<file path="src/core/tri_walk_pkg.sv">
// constants, register map and carrier types of the triangle edge walker
package tri_walk_pkg;

  // ----------------------------------------------------------------
  // register byte offsets (none given, all chosen here)
  // ----------------------------------------------------------------
  localparam logic [7:0] OFS_MAIN_X = 8'h00;
  localparam logic [7:0] OFS_MAIN_SLOPE = 8'h04;
  localparam logic [7:0] OFS_MINOR_X = 8'h08;
  localparam logic [7:0] OFS_MINOR_SLOPE = 8'h0C;
  localparam logic [7:0] OFS_Y_START = 8'h10;
  localparam logic [7:0] OFS_Y_STEP = 8'h14;
  localparam logic [7:0] OFS_LINE_COUNT = 8'h18;
  localparam logic [7:0] OFS_RED_ORIGIN = 8'h1C;
  localparam logic [7:0] OFS_GREEN_ORIGIN = 8'h20;
  localparam logic [7:0] OFS_BLUE_ORIGIN = 8'h24;
  localparam logic [7:0] OFS_RED_EDGE = 8'h28;
  localparam logic [7:0] OFS_GREEN_EDGE = 8'h2C;
  localparam logic [7:0] OFS_BLUE_EDGE = 8'h30;
  localparam logic [7:0] OFS_RED_SPAN = 8'h34;
  localparam logic [7:0] OFS_GREEN_SPAN = 8'h38;
  localparam logic [7:0] OFS_BLUE_SPAN = 8'h3C;
  localparam logic [7:0] OFS_Z_START_INT = 8'h40;
  localparam logic [7:0] OFS_Z_START_FRAC = 8'h44;
  localparam logic [7:0] OFS_Z_EDGE_INT = 8'h48;
  localparam logic [7:0] OFS_Z_EDGE_FRAC = 8'h4C;
  localparam logic [7:0] OFS_Z_SPAN_INT = 8'h50;
  localparam logic [7:0] OFS_Z_SPAN_FRAC = 8'h54;
  localparam logic [7:0] OFS_SETTINGS = 8'h58;
  localparam logic [7:0] OFS_RENDER = 8'h5C;
  localparam logic [7:0] OFS_RESUME = 8'h60;
  localparam logic [7:0] OFS_STATUS = 8'h64;

  // ----------------------------------------------------------------
  // formats and fields
  // ----------------------------------------------------------------
  localparam int COLOR_W = 24;
  localparam int Z_FRAC_W = 16;
  localparam int Z_W = 48;
  localparam int X_FRAC_W = 16;
  localparam int RENDER_SUBPIX_BIT = 0;
  localparam logic [31:0] SETTINGS_RESET = 32'h0000_0000;
  localparam logic [15:0] Z_FRAC_ZERO = 16'h0000;
  localparam logic [31:0] HALF_PIXEL = 32'h0000_8000;
  localparam logic [1:0] RESP_OKAY = 2'b00;
  localparam logic [1:0] RESP_SLVERR = 2'b10;
  localparam int NUM_CH = 4;

  typedef enum logic [1:0] {
    ST_IDLE = 2'b00,
    ST_SPAN = 2'b01,
    ST_STEP = 2'b10,
    ST_KNEE = 2'b11
  } walk_state_type;

  // one emitted fragment
  typedef struct packed {
    logic [15:0] x;
    logic [15:0] y;
    logic [23:0] red;
    logic [23:0] green;
    logic [23:0] blue;
    logic [31:0] depth;
  } frag_type;

endpackage : tri_walk_pkg

</file>
<file path="src/core/interp_lane.sv">
// one linear interpolator: edge accumulator plus span accumulator
`timescale 1ns/1ps
module interp_lane #(
  parameter int W = 48
) (
  input wire logic clk_i,
  input wire logic rstn_i,
  input wire logic load_i,
  input wire logic [W-1:0] origin_i,
  input wire logic [W-1:0] edge_step_i,
  input wire logic [W-1:0] span_step_i,
  input wire logic correct_i,
  input wire logic span_start_i,
  input wire logic frag_step_i,
  input wire logic line_step_i,
  output logic [W-1:0] value_o
);
  logic [W-1:0] edge_acc;
  logic [W-1:0] span_acc;
  wire [W-1:0] half_span = {span_step_i[W-1], span_step_i[W-1:1]};
  // seed from the edge value this same clock settles on, so no span lags a line
  wire [W-1:0] edge_next = load_i ? origin_i : line_step_i ? edge_acc + edge_step_i : edge_acc;
  wire [W-1:0] span_seed = correct_i ? edge_next + half_span : edge_next;

  // edge value moves once per scanline, span value once per fragment
  always_ff @(posedge clk_i or negedge rstn_i) begin
    if (!rstn_i) begin
      edge_acc <= '0;
      span_acc <= '0;
    end else begin
      if (load_i || line_step_i) edge_acc <= edge_next;
      if (span_start_i) span_acc <= span_seed;
      else if (frag_step_i) span_acc <= span_acc + span_step_i;
    end
  end

  assign value_o = span_acc;
endmodule : interp_lane

</file>
<file path="src/core/tri_walk.sv">
// triangle setup and edge-walking span generator with axi4-lite registers
//
// Behaviour
// - spans are walked from the main edge toward the minor edge, direction set by side.
// - colour origins and steps are 24-bit two's complement fixed point.
// - depth values are 16.32 two's complement, integer half in the upper register.
// - the depth step fraction words hold 16 bits at their top, lower bits zero; the start fraction keeps all 32.
// - scan settings persist until rewritten; zero is the shaded-triangle default.
// - with correction on, every interpolant is sampled at the fragment centre.
// - correction enable comes from the render command word per primitive.
// - the Y step sign chooses walking downward or upward.
// - trapezoids are walked directly; flat triangles are zero-length edges.
// - each scanline adds the edge slopes to the previous span ends, except the knee line, which reloads the minor end from minor_edge_x_origin.
// - colours add edge step per scanline and span step per fragment.
// - depth is interpolated like colour with its own steps.
// - the resume command carries the remaining count and starts after the first part.
`timescale 1ns/1ps
module tri_walk
  import tri_walk_pkg::*;
(
  input wire logic CLK_I,
  input wire logic RSTN_I,
  input wire logic [7:0] AWADDR_I,
  input wire logic AWVALID_I,
  output logic AWREADY_O,
  input wire logic [31:0] WDATA_I,
  input wire logic [3:0] WSTRB_I,
  input wire logic WVALID_I,
  output logic WREADY_O,
  output logic [1:0] BRESP_O,
  output logic BVALID_O,
  input wire logic BREADY_I,
  input wire logic [7:0] ARADDR_I,
  input wire logic ARVALID_I,
  output logic ARREADY_O,
  output logic [31:0] RDATA_O,
  output logic [1:0] RRESP_O,
  output logic RVALID_O,
  input wire logic RREADY_I,
  output logic FRAG_VALID_O,
  output frag_type FRAG_O,
  input wire logic FRAG_READY_I,
  output logic BUSY_O
);

  // ----------------------------------------------------------------
  // register file
  // ----------------------------------------------------------------
  logic [31:0] main_edge_x_origin, main_edge_slope;
  logic [31:0] minor_edge_x_origin, minor_edge_slope;
  logic [31:0] y_start, y_step, line_count;
  logic [31:0] red_origin, green_origin, blue_origin;
  logic [31:0] red_edge_step, green_edge_step, blue_edge_step;
  logic [31:0] red_span_step, green_span_step, blue_span_step;
  logic [31:0] depth_start_integer, depth_start_fraction;
  logic [31:0] depth_edge_step_integer, depth_edge_step_fraction;
  logic [31:0] depth_span_step_integer, depth_span_step_fraction;
  logic [31:0] scan_convert_settings, render_word;
  logic [31:0] resume_count;
  logic resume_pending;

  logic aw_held, w_held;
  logic [7:0] aw_addr;
  logic [31:0] w_data;
  logic [3:0] w_strb;
  wire wr_fire = aw_held && w_held && !BVALID_O;
  wire [31:0] wr_mask = {{8{w_strb[3]}}, {8{w_strb[2]}}, {8{w_strb[1]}}, {8{w_strb[0]}}};

  function automatic logic [31:0] merge(input logic [31:0] old, input logic [31:0] nw,
                                        input logic [31:0] m);
    merge = (old & ~m) | (nw & m);
  endfunction : merge

  wire wr_known = (aw_addr <= OFS_STATUS) && (aw_addr[1:0] == 2'b00);
  wire render_hit = wr_fire && aw_addr == OFS_RENDER;
  wire resume_hit = wr_fire && aw_addr == OFS_RESUME;

  // bus write channels: address and data taken in either order
  always_ff @(posedge CLK_I or negedge RSTN_I) begin
    if (!RSTN_I) begin
      aw_held <= 1'b0;
      w_held <= 1'b0;
      aw_addr <= '0;
      w_data <= '0;
      w_strb <= '0;
      BVALID_O <= 1'b0;
      BRESP_O <= RESP_OKAY;
      {AWREADY_O, WREADY_O} <= 2'b11;
    end else begin
      if (AWVALID_I && AWREADY_O) begin
        aw_held <= 1'b1;
        AWREADY_O <= 1'b0;
        aw_addr <= AWADDR_I;
      end
      if (WVALID_I && WREADY_O) begin
        w_held <= 1'b1;
        WREADY_O <= 1'b0;
        w_data <= WDATA_I;
        w_strb <= WSTRB_I;
      end
      if (wr_fire) begin
        aw_held <= 1'b0;
        w_held <= 1'b0;
        {AWREADY_O, WREADY_O} <= 2'b11;
        BVALID_O <= 1'b1;
        BRESP_O <= wr_known ? RESP_OKAY : RESP_SLVERR;
      end else if (BREADY_I) begin
        BVALID_O <= 1'b0;
      end
    end
  end


  // stored values; no documented reset, so all start at zero
  always_ff @(posedge CLK_I or negedge RSTN_I) begin
    if (!RSTN_I) begin
      {main_edge_x_origin, main_edge_slope, minor_edge_x_origin, minor_edge_slope} <= '0;
      {y_start, y_step, line_count} <= '0;
      {red_origin, green_origin, blue_origin} <= '0;
      {red_edge_step, green_edge_step, blue_edge_step} <= '0;
      {red_span_step, green_span_step, blue_span_step} <= '0;
      {depth_start_integer, depth_start_fraction} <= '0;
      {depth_edge_step_integer, depth_edge_step_fraction} <= '0;
      {depth_span_step_integer, depth_span_step_fraction} <= '0;
      scan_convert_settings <= SETTINGS_RESET;
      render_word <= '0;
      resume_count <= '0;
    end else if (wr_fire) begin
      case (aw_addr)
        OFS_MAIN_X: main_edge_x_origin <= merge(main_edge_x_origin, w_data, wr_mask);
        OFS_MAIN_SLOPE: main_edge_slope <= merge(main_edge_slope, w_data, wr_mask);
        OFS_MINOR_X: minor_edge_x_origin <= merge(minor_edge_x_origin, w_data, wr_mask);
        OFS_MINOR_SLOPE: minor_edge_slope <= merge(minor_edge_slope, w_data, wr_mask);
        OFS_Y_START: y_start <= merge(y_start, w_data, wr_mask);
        OFS_Y_STEP: y_step <= merge(y_step, w_data, wr_mask);
        OFS_LINE_COUNT: line_count <= merge(line_count, w_data, wr_mask);
        OFS_RED_ORIGIN: red_origin <= merge(red_origin, w_data, wr_mask);
        OFS_GREEN_ORIGIN: green_origin <= merge(green_origin, w_data, wr_mask);
        OFS_BLUE_ORIGIN: blue_origin <= merge(blue_origin, w_data, wr_mask);
        OFS_RED_EDGE: red_edge_step <= merge(red_edge_step, w_data, wr_mask);
        OFS_GREEN_EDGE: green_edge_step <= merge(green_edge_step, w_data, wr_mask);
        OFS_BLUE_EDGE: blue_edge_step <= merge(blue_edge_step, w_data, wr_mask);
        OFS_RED_SPAN: red_span_step <= merge(red_span_step, w_data, wr_mask);
        OFS_GREEN_SPAN: green_span_step <= merge(green_span_step, w_data, wr_mask);
        OFS_BLUE_SPAN: blue_span_step <= merge(blue_span_step, w_data, wr_mask);
        OFS_Z_START_INT: depth_start_integer <= merge(depth_start_integer, w_data, wr_mask);
        OFS_Z_START_FRAC: depth_start_fraction <= merge(depth_start_fraction, w_data, wr_mask);
        OFS_Z_EDGE_INT:
          depth_edge_step_integer <= merge(depth_edge_step_integer, w_data, wr_mask);
        OFS_Z_EDGE_FRAC:
          depth_edge_step_fraction <= merge(depth_edge_step_fraction, w_data, wr_mask);
        OFS_Z_SPAN_INT:
          depth_span_step_integer <= merge(depth_span_step_integer, w_data, wr_mask);
        OFS_Z_SPAN_FRAC:
          depth_span_step_fraction <= merge(depth_span_step_fraction, w_data, wr_mask);
        OFS_SETTINGS: scan_convert_settings <= merge(scan_convert_settings, w_data, wr_mask);
        OFS_RENDER: render_word <= merge(render_word, w_data, wr_mask);
        OFS_RESUME: resume_count <= merge(resume_count, w_data, wr_mask);
        default: ;
      endcase
    end
  end

  // ----------------------------------------------------------------
  // walker
  // ----------------------------------------------------------------
  walk_state_type state, next_state;
  logic [31:0] main_x, minor_x, cur_x, cur_y, lines_left;
  logic correct, lower_half;
  wire walk_left = $signed(minor_x) < $signed(main_x);
  wire span_done = walk_left ? ($signed(cur_x) <= $signed(minor_x))
                             : ($signed(cur_x) >= $signed(minor_x));
  wire emit = (state == ST_SPAN) && !span_done && (!FRAG_VALID_O || FRAG_READY_I);
  wire launch = (state == ST_IDLE) && render_hit;
  wire line_adv = (state == ST_SPAN) && span_done && !FRAG_VALID_O;
  wire knee_go = (state == ST_KNEE) && resume_pending;
  wire span_start = launch || (state == ST_STEP) || knee_go;
  wire new_correct = w_data[RENDER_SUBPIX_BIT];
  wire corr_now = launch ? new_correct : correct;
  wire step_gate = state == ST_STEP;

  // centre-sample the first fragment of each stepped span; the launch span starts at main_edge_x_origin
  wire [31:0] main_next = main_x + main_edge_slope;
  wire [31:0] x_seed = corr_now ? main_next + HALF_PIXEL : main_next;

  always_comb begin
    next_state = state;
    case (state)
      ST_IDLE: if (render_hit) next_state = ST_SPAN;
      ST_SPAN: if (line_adv) next_state = (lines_left > 32'h1) ? ST_STEP :
                                          lower_half ? ST_IDLE : ST_KNEE;
      ST_STEP: next_state = ST_SPAN;
      ST_KNEE: if (knee_go) next_state = ST_SPAN;
      default: next_state = ST_IDLE;
    endcase
  end

  // a resume written while spans still run waits here; set wins over clear
  always_ff @(posedge CLK_I or negedge RSTN_I) begin
    if (!RSTN_I) resume_pending <= 1'b0;
    else if (resume_hit) resume_pending <= 1'b1;
    else if (knee_go || launch) resume_pending <= 1'b0;
  end

  always_ff @(posedge CLK_I or negedge RSTN_I) begin
    if (!RSTN_I) begin
      state <= ST_IDLE;
      {main_x, minor_x, cur_x, cur_y, lines_left} <= '0;
      {correct, lower_half} <= 2'b00;
    end else begin
      state <= next_state;
      if (launch) begin
        main_x <= main_edge_x_origin;
        minor_x <= minor_edge_x_origin;
        cur_x <= main_edge_x_origin;
        cur_y <= y_start;
        lines_left <= line_count;
        correct <= new_correct;
        lower_half <= 1'b0;
      end else if (knee_go) begin
        main_x <= main_next;
        lower_half <= 1'b1;
        minor_x <= minor_edge_x_origin;
        cur_y <= cur_y + y_step;
        lines_left <= resume_count;
      end else if (line_adv) begin
        lines_left <= lines_left - 32'h1;
      end else if (step_gate) begin
        main_x <= main_next;
        minor_x <= minor_x + minor_edge_slope;
        cur_y <= cur_y + y_step;
      end
      if (launch || step_gate || knee_go) cur_x <= launch ? main_edge_x_origin : x_seed;
      else if (emit) cur_x <= walk_left ? cur_x - {15'h0000, 1'b1, 16'h0000}
                                        : cur_x + {15'h0000, 1'b1, 16'h0000};
    end
  end

  // ----------------------------------------------------------------
  // interpolators: colour lanes and one depth lane
  // ----------------------------------------------------------------
  wire [NUM_CH*Z_W-1:0] lane_origin = {
    {{(Z_W-COLOR_W){red_origin[COLOR_W-1]}}, red_origin[COLOR_W-1:0]},
    {{(Z_W-COLOR_W){green_origin[COLOR_W-1]}}, green_origin[COLOR_W-1:0]},
    {{(Z_W-COLOR_W){blue_origin[COLOR_W-1]}}, blue_origin[COLOR_W-1:0]},
    {depth_start_integer[15:0], depth_start_fraction[31:0]}};
  wire [NUM_CH*Z_W-1:0] lane_edge = {
    {{(Z_W-COLOR_W){red_edge_step[COLOR_W-1]}}, red_edge_step[COLOR_W-1:0]},
    {{(Z_W-COLOR_W){green_edge_step[COLOR_W-1]}}, green_edge_step[COLOR_W-1:0]},
    {{(Z_W-COLOR_W){blue_edge_step[COLOR_W-1]}}, blue_edge_step[COLOR_W-1:0]},
    {depth_edge_step_integer[15:0], depth_edge_step_fraction[31:Z_FRAC_W],
     Z_FRAC_ZERO}};
  wire [NUM_CH*Z_W-1:0] lane_span = {
    {{(Z_W-COLOR_W){red_span_step[COLOR_W-1]}}, red_span_step[COLOR_W-1:0]},
    {{(Z_W-COLOR_W){green_span_step[COLOR_W-1]}}, green_span_step[COLOR_W-1:0]},
    {{(Z_W-COLOR_W){blue_span_step[COLOR_W-1]}}, blue_span_step[COLOR_W-1:0]},
    {depth_span_step_integer[15:0], depth_span_step_fraction[31:Z_FRAC_W], Z_FRAC_ZERO}};
  wire [NUM_CH*Z_W-1:0] lane_value;

  // lanes are loaded only at render, so they carry on over the knee
  genvar g;
  generate
    for (g = 0; g < NUM_CH; g++) begin : g_lane
      interp_lane #(.W(Z_W)) u_lane (
        .clk_i(CLK_I),
        .rstn_i(RSTN_I),
        .load_i(launch),
        .origin_i(lane_origin[g*Z_W +: Z_W]),
        .edge_step_i(lane_edge[g*Z_W +: Z_W]),
        .span_step_i(lane_span[g*Z_W +: Z_W]),
        .correct_i(corr_now),
        .span_start_i(span_start),
        .frag_step_i(emit),
        .line_step_i(step_gate || knee_go),
        .value_o(lane_value[g*Z_W +: Z_W])
      );
    end
  endgenerate

  // ----------------------------------------------------------------
  // fragment output and register reads
  // ----------------------------------------------------------------
  always_ff @(posedge CLK_I or negedge RSTN_I) begin
    if (!RSTN_I) begin
      FRAG_VALID_O <= 1'b0;
      FRAG_O <= '0;
      BUSY_O <= 1'b0;
    end else begin
      BUSY_O <= next_state != ST_IDLE;
      if (emit) begin
        FRAG_VALID_O <= 1'b1;
        FRAG_O.x <= cur_x[31:X_FRAC_W];
        FRAG_O.y <= cur_y[31:X_FRAC_W];
        FRAG_O.red <= lane_value[3*Z_W +: COLOR_W];
        FRAG_O.green <= lane_value[2*Z_W +: COLOR_W];
        FRAG_O.blue <= lane_value[1*Z_W +: COLOR_W];
        FRAG_O.depth <= lane_value[Z_W-1 -: 32];
      end else if (FRAG_READY_I) begin
        FRAG_VALID_O <= 1'b0;
      end
    end
  end

  wire [31:0] status_word = {28'h0000000, resume_pending, correct, state};
  wire [31:0] rd_word =
    (ARADDR_I == OFS_SETTINGS) ? scan_convert_settings :
    (ARADDR_I == OFS_RENDER) ? render_word :
    (ARADDR_I == OFS_LINE_COUNT) ? line_count :
    (ARADDR_I == OFS_Z_START_INT) ? depth_start_integer :
    (ARADDR_I == OFS_Z_START_FRAC) ? depth_start_fraction :
    (ARADDR_I == OFS_STATUS) ? status_word : 32'h0000_0000;
  wire rd_known = (ARADDR_I <= OFS_STATUS) && (ARADDR_I[1:0] == 2'b00);

  always_ff @(posedge CLK_I or negedge RSTN_I) begin
    if (!RSTN_I) begin
      RVALID_O <= 1'b0;
      ARREADY_O <= 1'b1;
      RDATA_O <= '0;
      RRESP_O <= RESP_OKAY;
    end else if (ARVALID_I && ARREADY_O) begin
      RVALID_O <= 1'b1;
      ARREADY_O <= 1'b0;
      RDATA_O <= rd_word;
      RRESP_O <= rd_known ? RESP_OKAY : RESP_SLVERR;
    end else if (RREADY_I) begin
      RVALID_O <= 1'b0;
      ARREADY_O <= 1'b1;
    end
  end


endmodule : tri_walk

</file>
<file path="config.mk">
export PLATFORM = sky130hd
export DESIGN_NAME = tri_walk
export DESIGN_NICKNAME = d
export VERILOG_FILES = /design/src/core/tri_walk_pkg.sv /design/src/core/interp_lane.sv /design/src/core/tri_walk.sv
export SDC_FILE = /design/constraint.sdc
export NUM_CORES = 2
export LEC_CHECK = 0
export BUFFER_PORTS_ARGS = -buffer_cell sky130_fd_sc_hd__clkbuf_2
export CAP_MARGIN = 40
export CORE_MARGIN = 4
export CORE_UTILIZATION = 55
export DETAILED_ROUTE_END_ITERATION = 12
export PLACE_DENSITY_LB_ADDON = 0.08
export RECOVER_POWER = 25
export SETUP_SLACK_MARGIN = 0.5
export SYNTH_ARGS = -nofsm -noshare
export SYNTH_HDL_FRONTEND = slang
export SYNTH_SLANG_ARGS = --single-unit
</file>
<file path="constraint.sdc">
create_clock -name CLK_I -period 7.4 [get_ports CLK_I]
set_input_delay 0.74 -clock CLK_I [delete_from_list [all_inputs] [get_ports CLK_I]]
set_output_delay 0.74 -clock CLK_I [all_outputs]
set_load 0.02 [all_outputs]
</file>
-- Yosys cells after proc, flatten, opt, wreduce, memory -nomap -nowiden
Index checks and enable logic that the tools add are counted.
- bitwise logic cells: 52
- $lt $le $gt $ge: 6
- muxes and demuxes: 77
- divide/modulo/power cells: 0
- shifts and indexed selects: 0
- multipliers: 0
- reduce and logical (&&, ||, !) cells: 66
- add/sub/neg operators: 19
- equal/unequal tests: 34
- operators by type and width (operator ; number):
    48-bit two-way mux ; 20
    32-bit AND ; 26
    32-bit two-way mux ; 26
    32-bit OR ; 25
    48-bit adder ; 12
    8-bit by 7-bit equality test with 1-bit output, second input constant ; 14
    32-bit adder ; 3
    8-bit by 6-bit equality test with 1-bit output, second input constant ; 8
    2-bit AND reduction ; 26
    8-bit by 5-bit equality test with 1-bit output, second input constant ; 5
    32-bit by 16-bit adder with 32-bit output, second input constant ; 1
    32-bit by 17-bit adder with 32-bit output, second input constant ; 1
    32-bit greater-or-equal comparator ; 1
    32-bit by 1-bit greater-than comparator with 1-bit output, second input constant ; 1
    32-bit less-or-equal comparator ; 1
    32-bit < comparator ; 1
    32-bit NOT ; 1
    32-bit by 1-bit subtractor with 32-bit output, second input constant ; 1
    32-bit by 17-bit subtractor with 32-bit output, second input constant ; 1
    1-bit two-way mux ; 22
    2-bit nonzero test ; 9
    8-bit by 4-bit equality test with 1-bit output, second input constant ; 2
    8-bit by 7-bit less-or-equal comparator with 1-bit output, second input constant ; 2
    1-bit logical AND ; 15
    12 further kinds ; 30
- memories kept: 0
- logic and storage cells: 317
- bits in writable memories: 0
- input bits: 60
- register bits: 1574
- output and inout bits: 179
- bits in latches: 0
- memory bits (read-only): 0

-- Depth between registers and ports, before layout
- depth in word-level cells: 8
- mapped depth: 28

-- Modules after synthesis
Synthesis repeated with hierarchy kept, for this count alone.
- cells, all modules: 11072
- area total of the unflattened synthesis: 101113.2 um2
- modules (own cells, without submodules) (module ; cells an instance ; instances ; area an instance (um2) ; seq. area each (um2)):
    tri_walk ; 4476 ; 1 ; 49707.7 ; 26329.0
    interp_lane at g_lane[0].u_lane ... ; 1657 ; 2 ; 12759.7 ; 2402.3
    interp_lane at g_lane[3].u_lane ; 1661 ; 1 ; 13121.3 ; 2402.3
    interp_lane at g_lane[2].u_lane ; 1621 ; 1 ; 12764.7 ; 2402.3

-- Worst setup path after synthesis
Ideal clock, no wire load.
- path kind: reg-to-reg
- start: reg aw_addr[1]
- end: reg g_lane[0].u_lane.span_acc[45]
- library setup time: 126 ps
- arrival: 5590 ps
- stages on the path, launching flop included: 25
- path slack: 1684 ps
- cells stage by stage: dfrtp_1 -> or3b_2 -> nor3_1 -> and3_1 -> buf_2 -> nor2_1 -> clkbuf_1 -> clkbuf_1 -> clkbuf_1 -> nand2_1 -> nand2_1 -> fa_1 -> a211o_1 -> a21o_1 -> o211ai_1 -> a211oi_1 -> a221oi_1 -> o21ai_0 -> o21a_1 -> a311o_1 -> a21oi_1 -> nand2b_1 -> xnor2_1 -> nor2_1 -> o32a_1
- longest elaborated chain between the ends: 7
- ends and longest elaborated chain (what ; line ; source):
    start: declaration ; tri_walk.sv:63 ; logic [7:0] aw_addr;
    start signal: assignment ; tri_walk.sv:83 ; aw_addr <= '0;
    start signal: assignment ; tri_walk.sv:93 ; aw_addr <= AWADDR_I;
    8-bit by 7-bit equality test with 1-bit output ; tri_walk.sv:75 ; wire render_hit = wr_fire && aw_addr == OFS_RENDER;
    1-bit logical AND ; tri_walk.sv:75 ;
    1-bit logical AND ; tri_walk.sv:174 ; wire launch = (state == ST_IDLE) && render_hit;
    48-bit two-way mux ; interp_lane.sv:22 ; wire [W-1:0] edge_next = load_i ? origin_i : line_step_i ? edge_acc + edge_step_i : edge_acc;
    via g_lane[0].u_lane.edge_next[16] ; interp_lane.sv:22 ;
    48-bit adder ; interp_lane.sv:23 ; wire [W-1:0] span_seed = correct_i ? edge_next + half_span : edge_next;
    48-bit two-way mux ; interp_lane.sv:23 ;
    48-bit two-way mux ; interp_lane.sv:32 ; if (span_start_i) span_acc <= span_seed;
    end signal: assignment ; interp_lane.sv:32 ;
    end signal: assignment ; interp_lane.sv:33 ; else if (frag_step_i) span_acc <= span_acc + span_step_i;
    end: declaration ; interp_lane.sv:19 ; logic [W-1:0] span_acc;
The timed path passes the listed nets, and every way through them passes these cells.
A chain may end at the register's enable or synchronous reset.

-- Worst setup path after layout
- start: reg BVALID_O
- end: reg g_lane[0].u_lane.span_acc[45]
- longest elaborated chain between the ends: 8
- ends and longest elaborated chain (what ; line ; source):
    start: declaration ; tri_walk.sv:31 ; output logic BVALID_O,
    start signal: assignment ; tri_walk.sv:86 ; BVALID_O <= 1'b0;
    start signal: assignment ; tri_walk.sv:105 ; BVALID_O <= 1'b1;
    start signal: assignment ; tri_walk.sv:108 ; BVALID_O <= 1'b0;
    1-bit logical NOT ; tri_walk.sv:66 ; wire wr_fire = aw_held && w_held && !BVALID_O;
    1-bit logical AND ; tri_walk.sv:66 ;
    1-bit logical AND ; tri_walk.sv:75 ;
    1-bit logical AND ; tri_walk.sv:174 ;
    48-bit two-way mux ; interp_lane.sv:22 ;
    via g_lane[0].u_lane.edge_next[18] ; interp_lane.sv:22 ;
    48-bit adder ; interp_lane.sv:23 ;
    48-bit two-way mux ; interp_lane.sv:23 ;
    48-bit two-way mux ; interp_lane.sv:32 ;
The timed path passes the listed nets, and every way through them passes these cells.

==> run metrics <==
Via density 6.28; Net count, final 8,053; Pwr Density 356 nW/um^2; largest net degree at the start of global routing 152; hold endpoint WREADY_O; Place WS 1.17 ns; First-pass DRT Iterations 6; WHS Path Cells 2; commonest non-fill, non-tap cell in the layout dfrtp_1; Mapped Cells 7,317; yosys warns 0; slowest cell on the critical path and3_2; hold_sp WVALID_I; 1st-iter DRT viols 5,522; Syn Area/Cell 9.89 sq um; Post-Layout Cell Count 9,359; Worst Path Max Fanout 25; slew margin rel. -1.37; I/O pin total 239; initial antenna violation count 20; Placed Area 75,900 sq um; WP data arrival 7.09 ns; met2 routed WL 99,800 microns; FF-to-FF End g_lane[0].u_lane.value_o[45]; Crit path top cell by count o21a_1; status complete, but fails checks; Hold WC Path Type in -> reg; Clock Sinks 1,261; TritonCTS clock tree done; Final period util 0.866; area grow syn2layout 11.7%; largest stage delay on the critical path 0.62 ns; final hold violation count 0; Final Cell Area 80,800 sq um; setup ws final 0.994 ns; DRC 0; RSZ-0062 raised after global routing false; endpoints failing setup 0; final RePlAce weighted congestion 0.925; Max Used Layer met5; reg-to-reg slack, setup 0.99 ns; critical path class reg -> reg; failing checks max-capacitance violations, max-slew violations; total grt overflow 0; final clock skew 0.0425 ns; Max-Cap Viols 9; share of cells above drive strength 1 0.179; global-route wire length before repair 352,000 microns; Seq/Total Area, Yosys 0.436; WL final 231,000 microns; number of port buffers 236; Tmin final 6.41 ns; CTS resizes 0; Metal-1 WL 103,000 microns; DRT antenna net count 0; Synth async-reset ratio 1.00; CP Data Required Time 8.09 ns; ys flop type dfrtp_1; met3 wire length 19,200 microns; CP Capture Type flop; commonest non-fill, non-tap cells in the layout dfrtp_1, nand2_1, mux2_2; TritonCTS buffer count 143; Initial Util 0.556; max-slew violation count 671; register bit total from synthesis 1,261; Clock Latency Late Sink 0.82 ns; Die ar. 137,000 sq um; Die W 371 microns; Rows 132; DR vias 58,800; Least-Margin Pin Slew 3.56 ns; root buffer cell clkbuf_16; Core ar. 130,000 sq um; Worst Setup Start Kind flop; Register-to-Register Path Depth 21; placed cells 9,095; setup tns final 0 ns; Routed WL per cell 24.7 microns; htree depth 4; max frequency 156 MHz; clock-pin slew on the worst setup and hold paths 0.06 ns; Clock Path Buffers 3; vias in the first global route 56,900; maximum vdd drop 0.000627 V; CP Cell Sequence nand3b_1, nor3_1, buf_4, and3_2, nor2_4, buf_12, a221o_1, ha_1, o21a_1, a21o_1, o211ai_1, a211oi_1, a221oi_1, o21ai_0, o21a_1, a311o_1, a21oi_1, nand2b_1, xnor2_1, nor2_1, o32a_1; FF-to-FF Start BVALID_O; Syn Std Cell Area 72,400 sq um; EDFF count, synth 0; Leakage Power 40.3 nW; Total GRT Usage 0.334; final core utilization 0.621; Synth cell types 87; HPWL after detailed placement 162,000 microns; chip height 371 microns
[how the worst max path moves through the flow]
stage,from,slack [ns],depth (start not counted),end
finish,BVALID_O,0.99,21,g_lane[0].u_lane.value_o[45]
global route,BVALID_O,0.66,20,g_lane[0].u_lane.value_o[45]
CTS,aw_addr[1],1.05,21,g_lane[0].u_lane.value_o[45]
detailed placement,BVALID_O,1.17,21,g_lane[0].u_lane.value_o[45]
global placement,aw_addr[1],1.04,21,g_lane[0].u_lane.value_o[45]
floorplan,aw_addr[1],1.68,24,g_lane[0].u_lane.value_o[45]
[cells in the mapped netlist, drive strengths merged (18+ instances only)]
cell type | instances | share of area
a211oi | 114 | 0.012
a21o | 174 | 0.018
a21oi | 691 | 0.048
a221o | 22 | 0.0030
a221oi | 46 | 0.0056
a22oi | 43 | 0.0045
a31oi | 66 | 0.0059
and3 | 37 | 0.0032
buf | 37 | 0.0021
clkbuf | 289 | 0.015
dfrtp | 1258 | 0.44
ha | 478 | 0.083
inv | 190 | 0.0099
mux2 | 708 | 0.11
mux2i | 49 | 0.0068
nand2 | 891 | 0.046
nand2b | 61 | 0.0053
nand3 | 123 | 0.0086
nand4 | 35 | 0.0030
nor2 | 488 | 0.025
nor2b | 49 | 0.0042
nor3 | 93 | 0.0064
nor4 | 25 | 0.0024
o211ai | 29 | 0.0030
o21a | 60 | 0.0062
o21ai | 416 | 0.029
o21bai | 42 | 0.0044
o221ai | 19 | 0.0023
o22ai | 102 | 0.0088
o31ai | 18 | 0.0021
or2 | 20 | 0.0017
or3 | 39 | 0.0034
xnor2 | 204 | 0.025
xor2 | 170 | 0.021
[stage by stage]
stage	total power [W]	hold WS, ns
detailed placement	0.0211	0.462
CTS	0.0287	0.0673
global route	0.0303	0.0969
floorplan	0.0168	0.444
global placement	0.0207	0.454
finish	0.0288	0.113
[worst max-delay path, delay by kind of cell (launching register included)]
kind	cells	cell delay, ns
buffers and inverters	2	0.40
DFF	1	0.40
AOI/OAI and AO/OA	11	3.29
adders and majority gates	1	0.33
xor gates and xnor gates	1	0.15
and+or+nand+nor	6	1.67
[power by group]
part,internal (W),switching (W)
Combinational,0.00391,0.00773
Sequential,0.00822,0.00145
Clock,0.00434,0.00312
Total,0.0165,0.0123
[layer usage]
metal | vias up | GRT usage
met4 | 2 | 0.120
met1 | 29300 | 0.488
met3 | 428 | 0.0591
met5 | - | 0
met2 | 2272 | 0.500
li1 | 26800 | -
[logic make-up (layout without fill, tap and decap cells)]
group,after synthesis,in the layout,synth area share
other,1,4,0.0000518
adder cells (fa/ha/maj),494,494,0.0871
XOR/XNOR,374,374,0.0453
AO/OA/AOI/OAI,1989,1989,0.171
buffers and inverters,516,813,0.0270
multiplexers,757,757,0.117
flip-flops,1261,1261,0.436
AND/OR/NAND/NOR,1925,1925,0.117
[cell type report]
cell class	count	area, sq um
fillers	11000	49300
multi-input cells	5541	39000
flip-flops and latches	1261	31600
clock buffers	214	4200
repair buffers	362	2400
well taps	1742	2180
clock inverters	47	774
inverters	190	713
diodes	2	5.00
[repair_timing]
action	CTS	global route
hold endpoints to repair	41	0
buffers inserted	0	0
hold buffers	1	0
setup endpoints to repair	0	0
No activity file was read; power rests on OpenSTA's default activity.
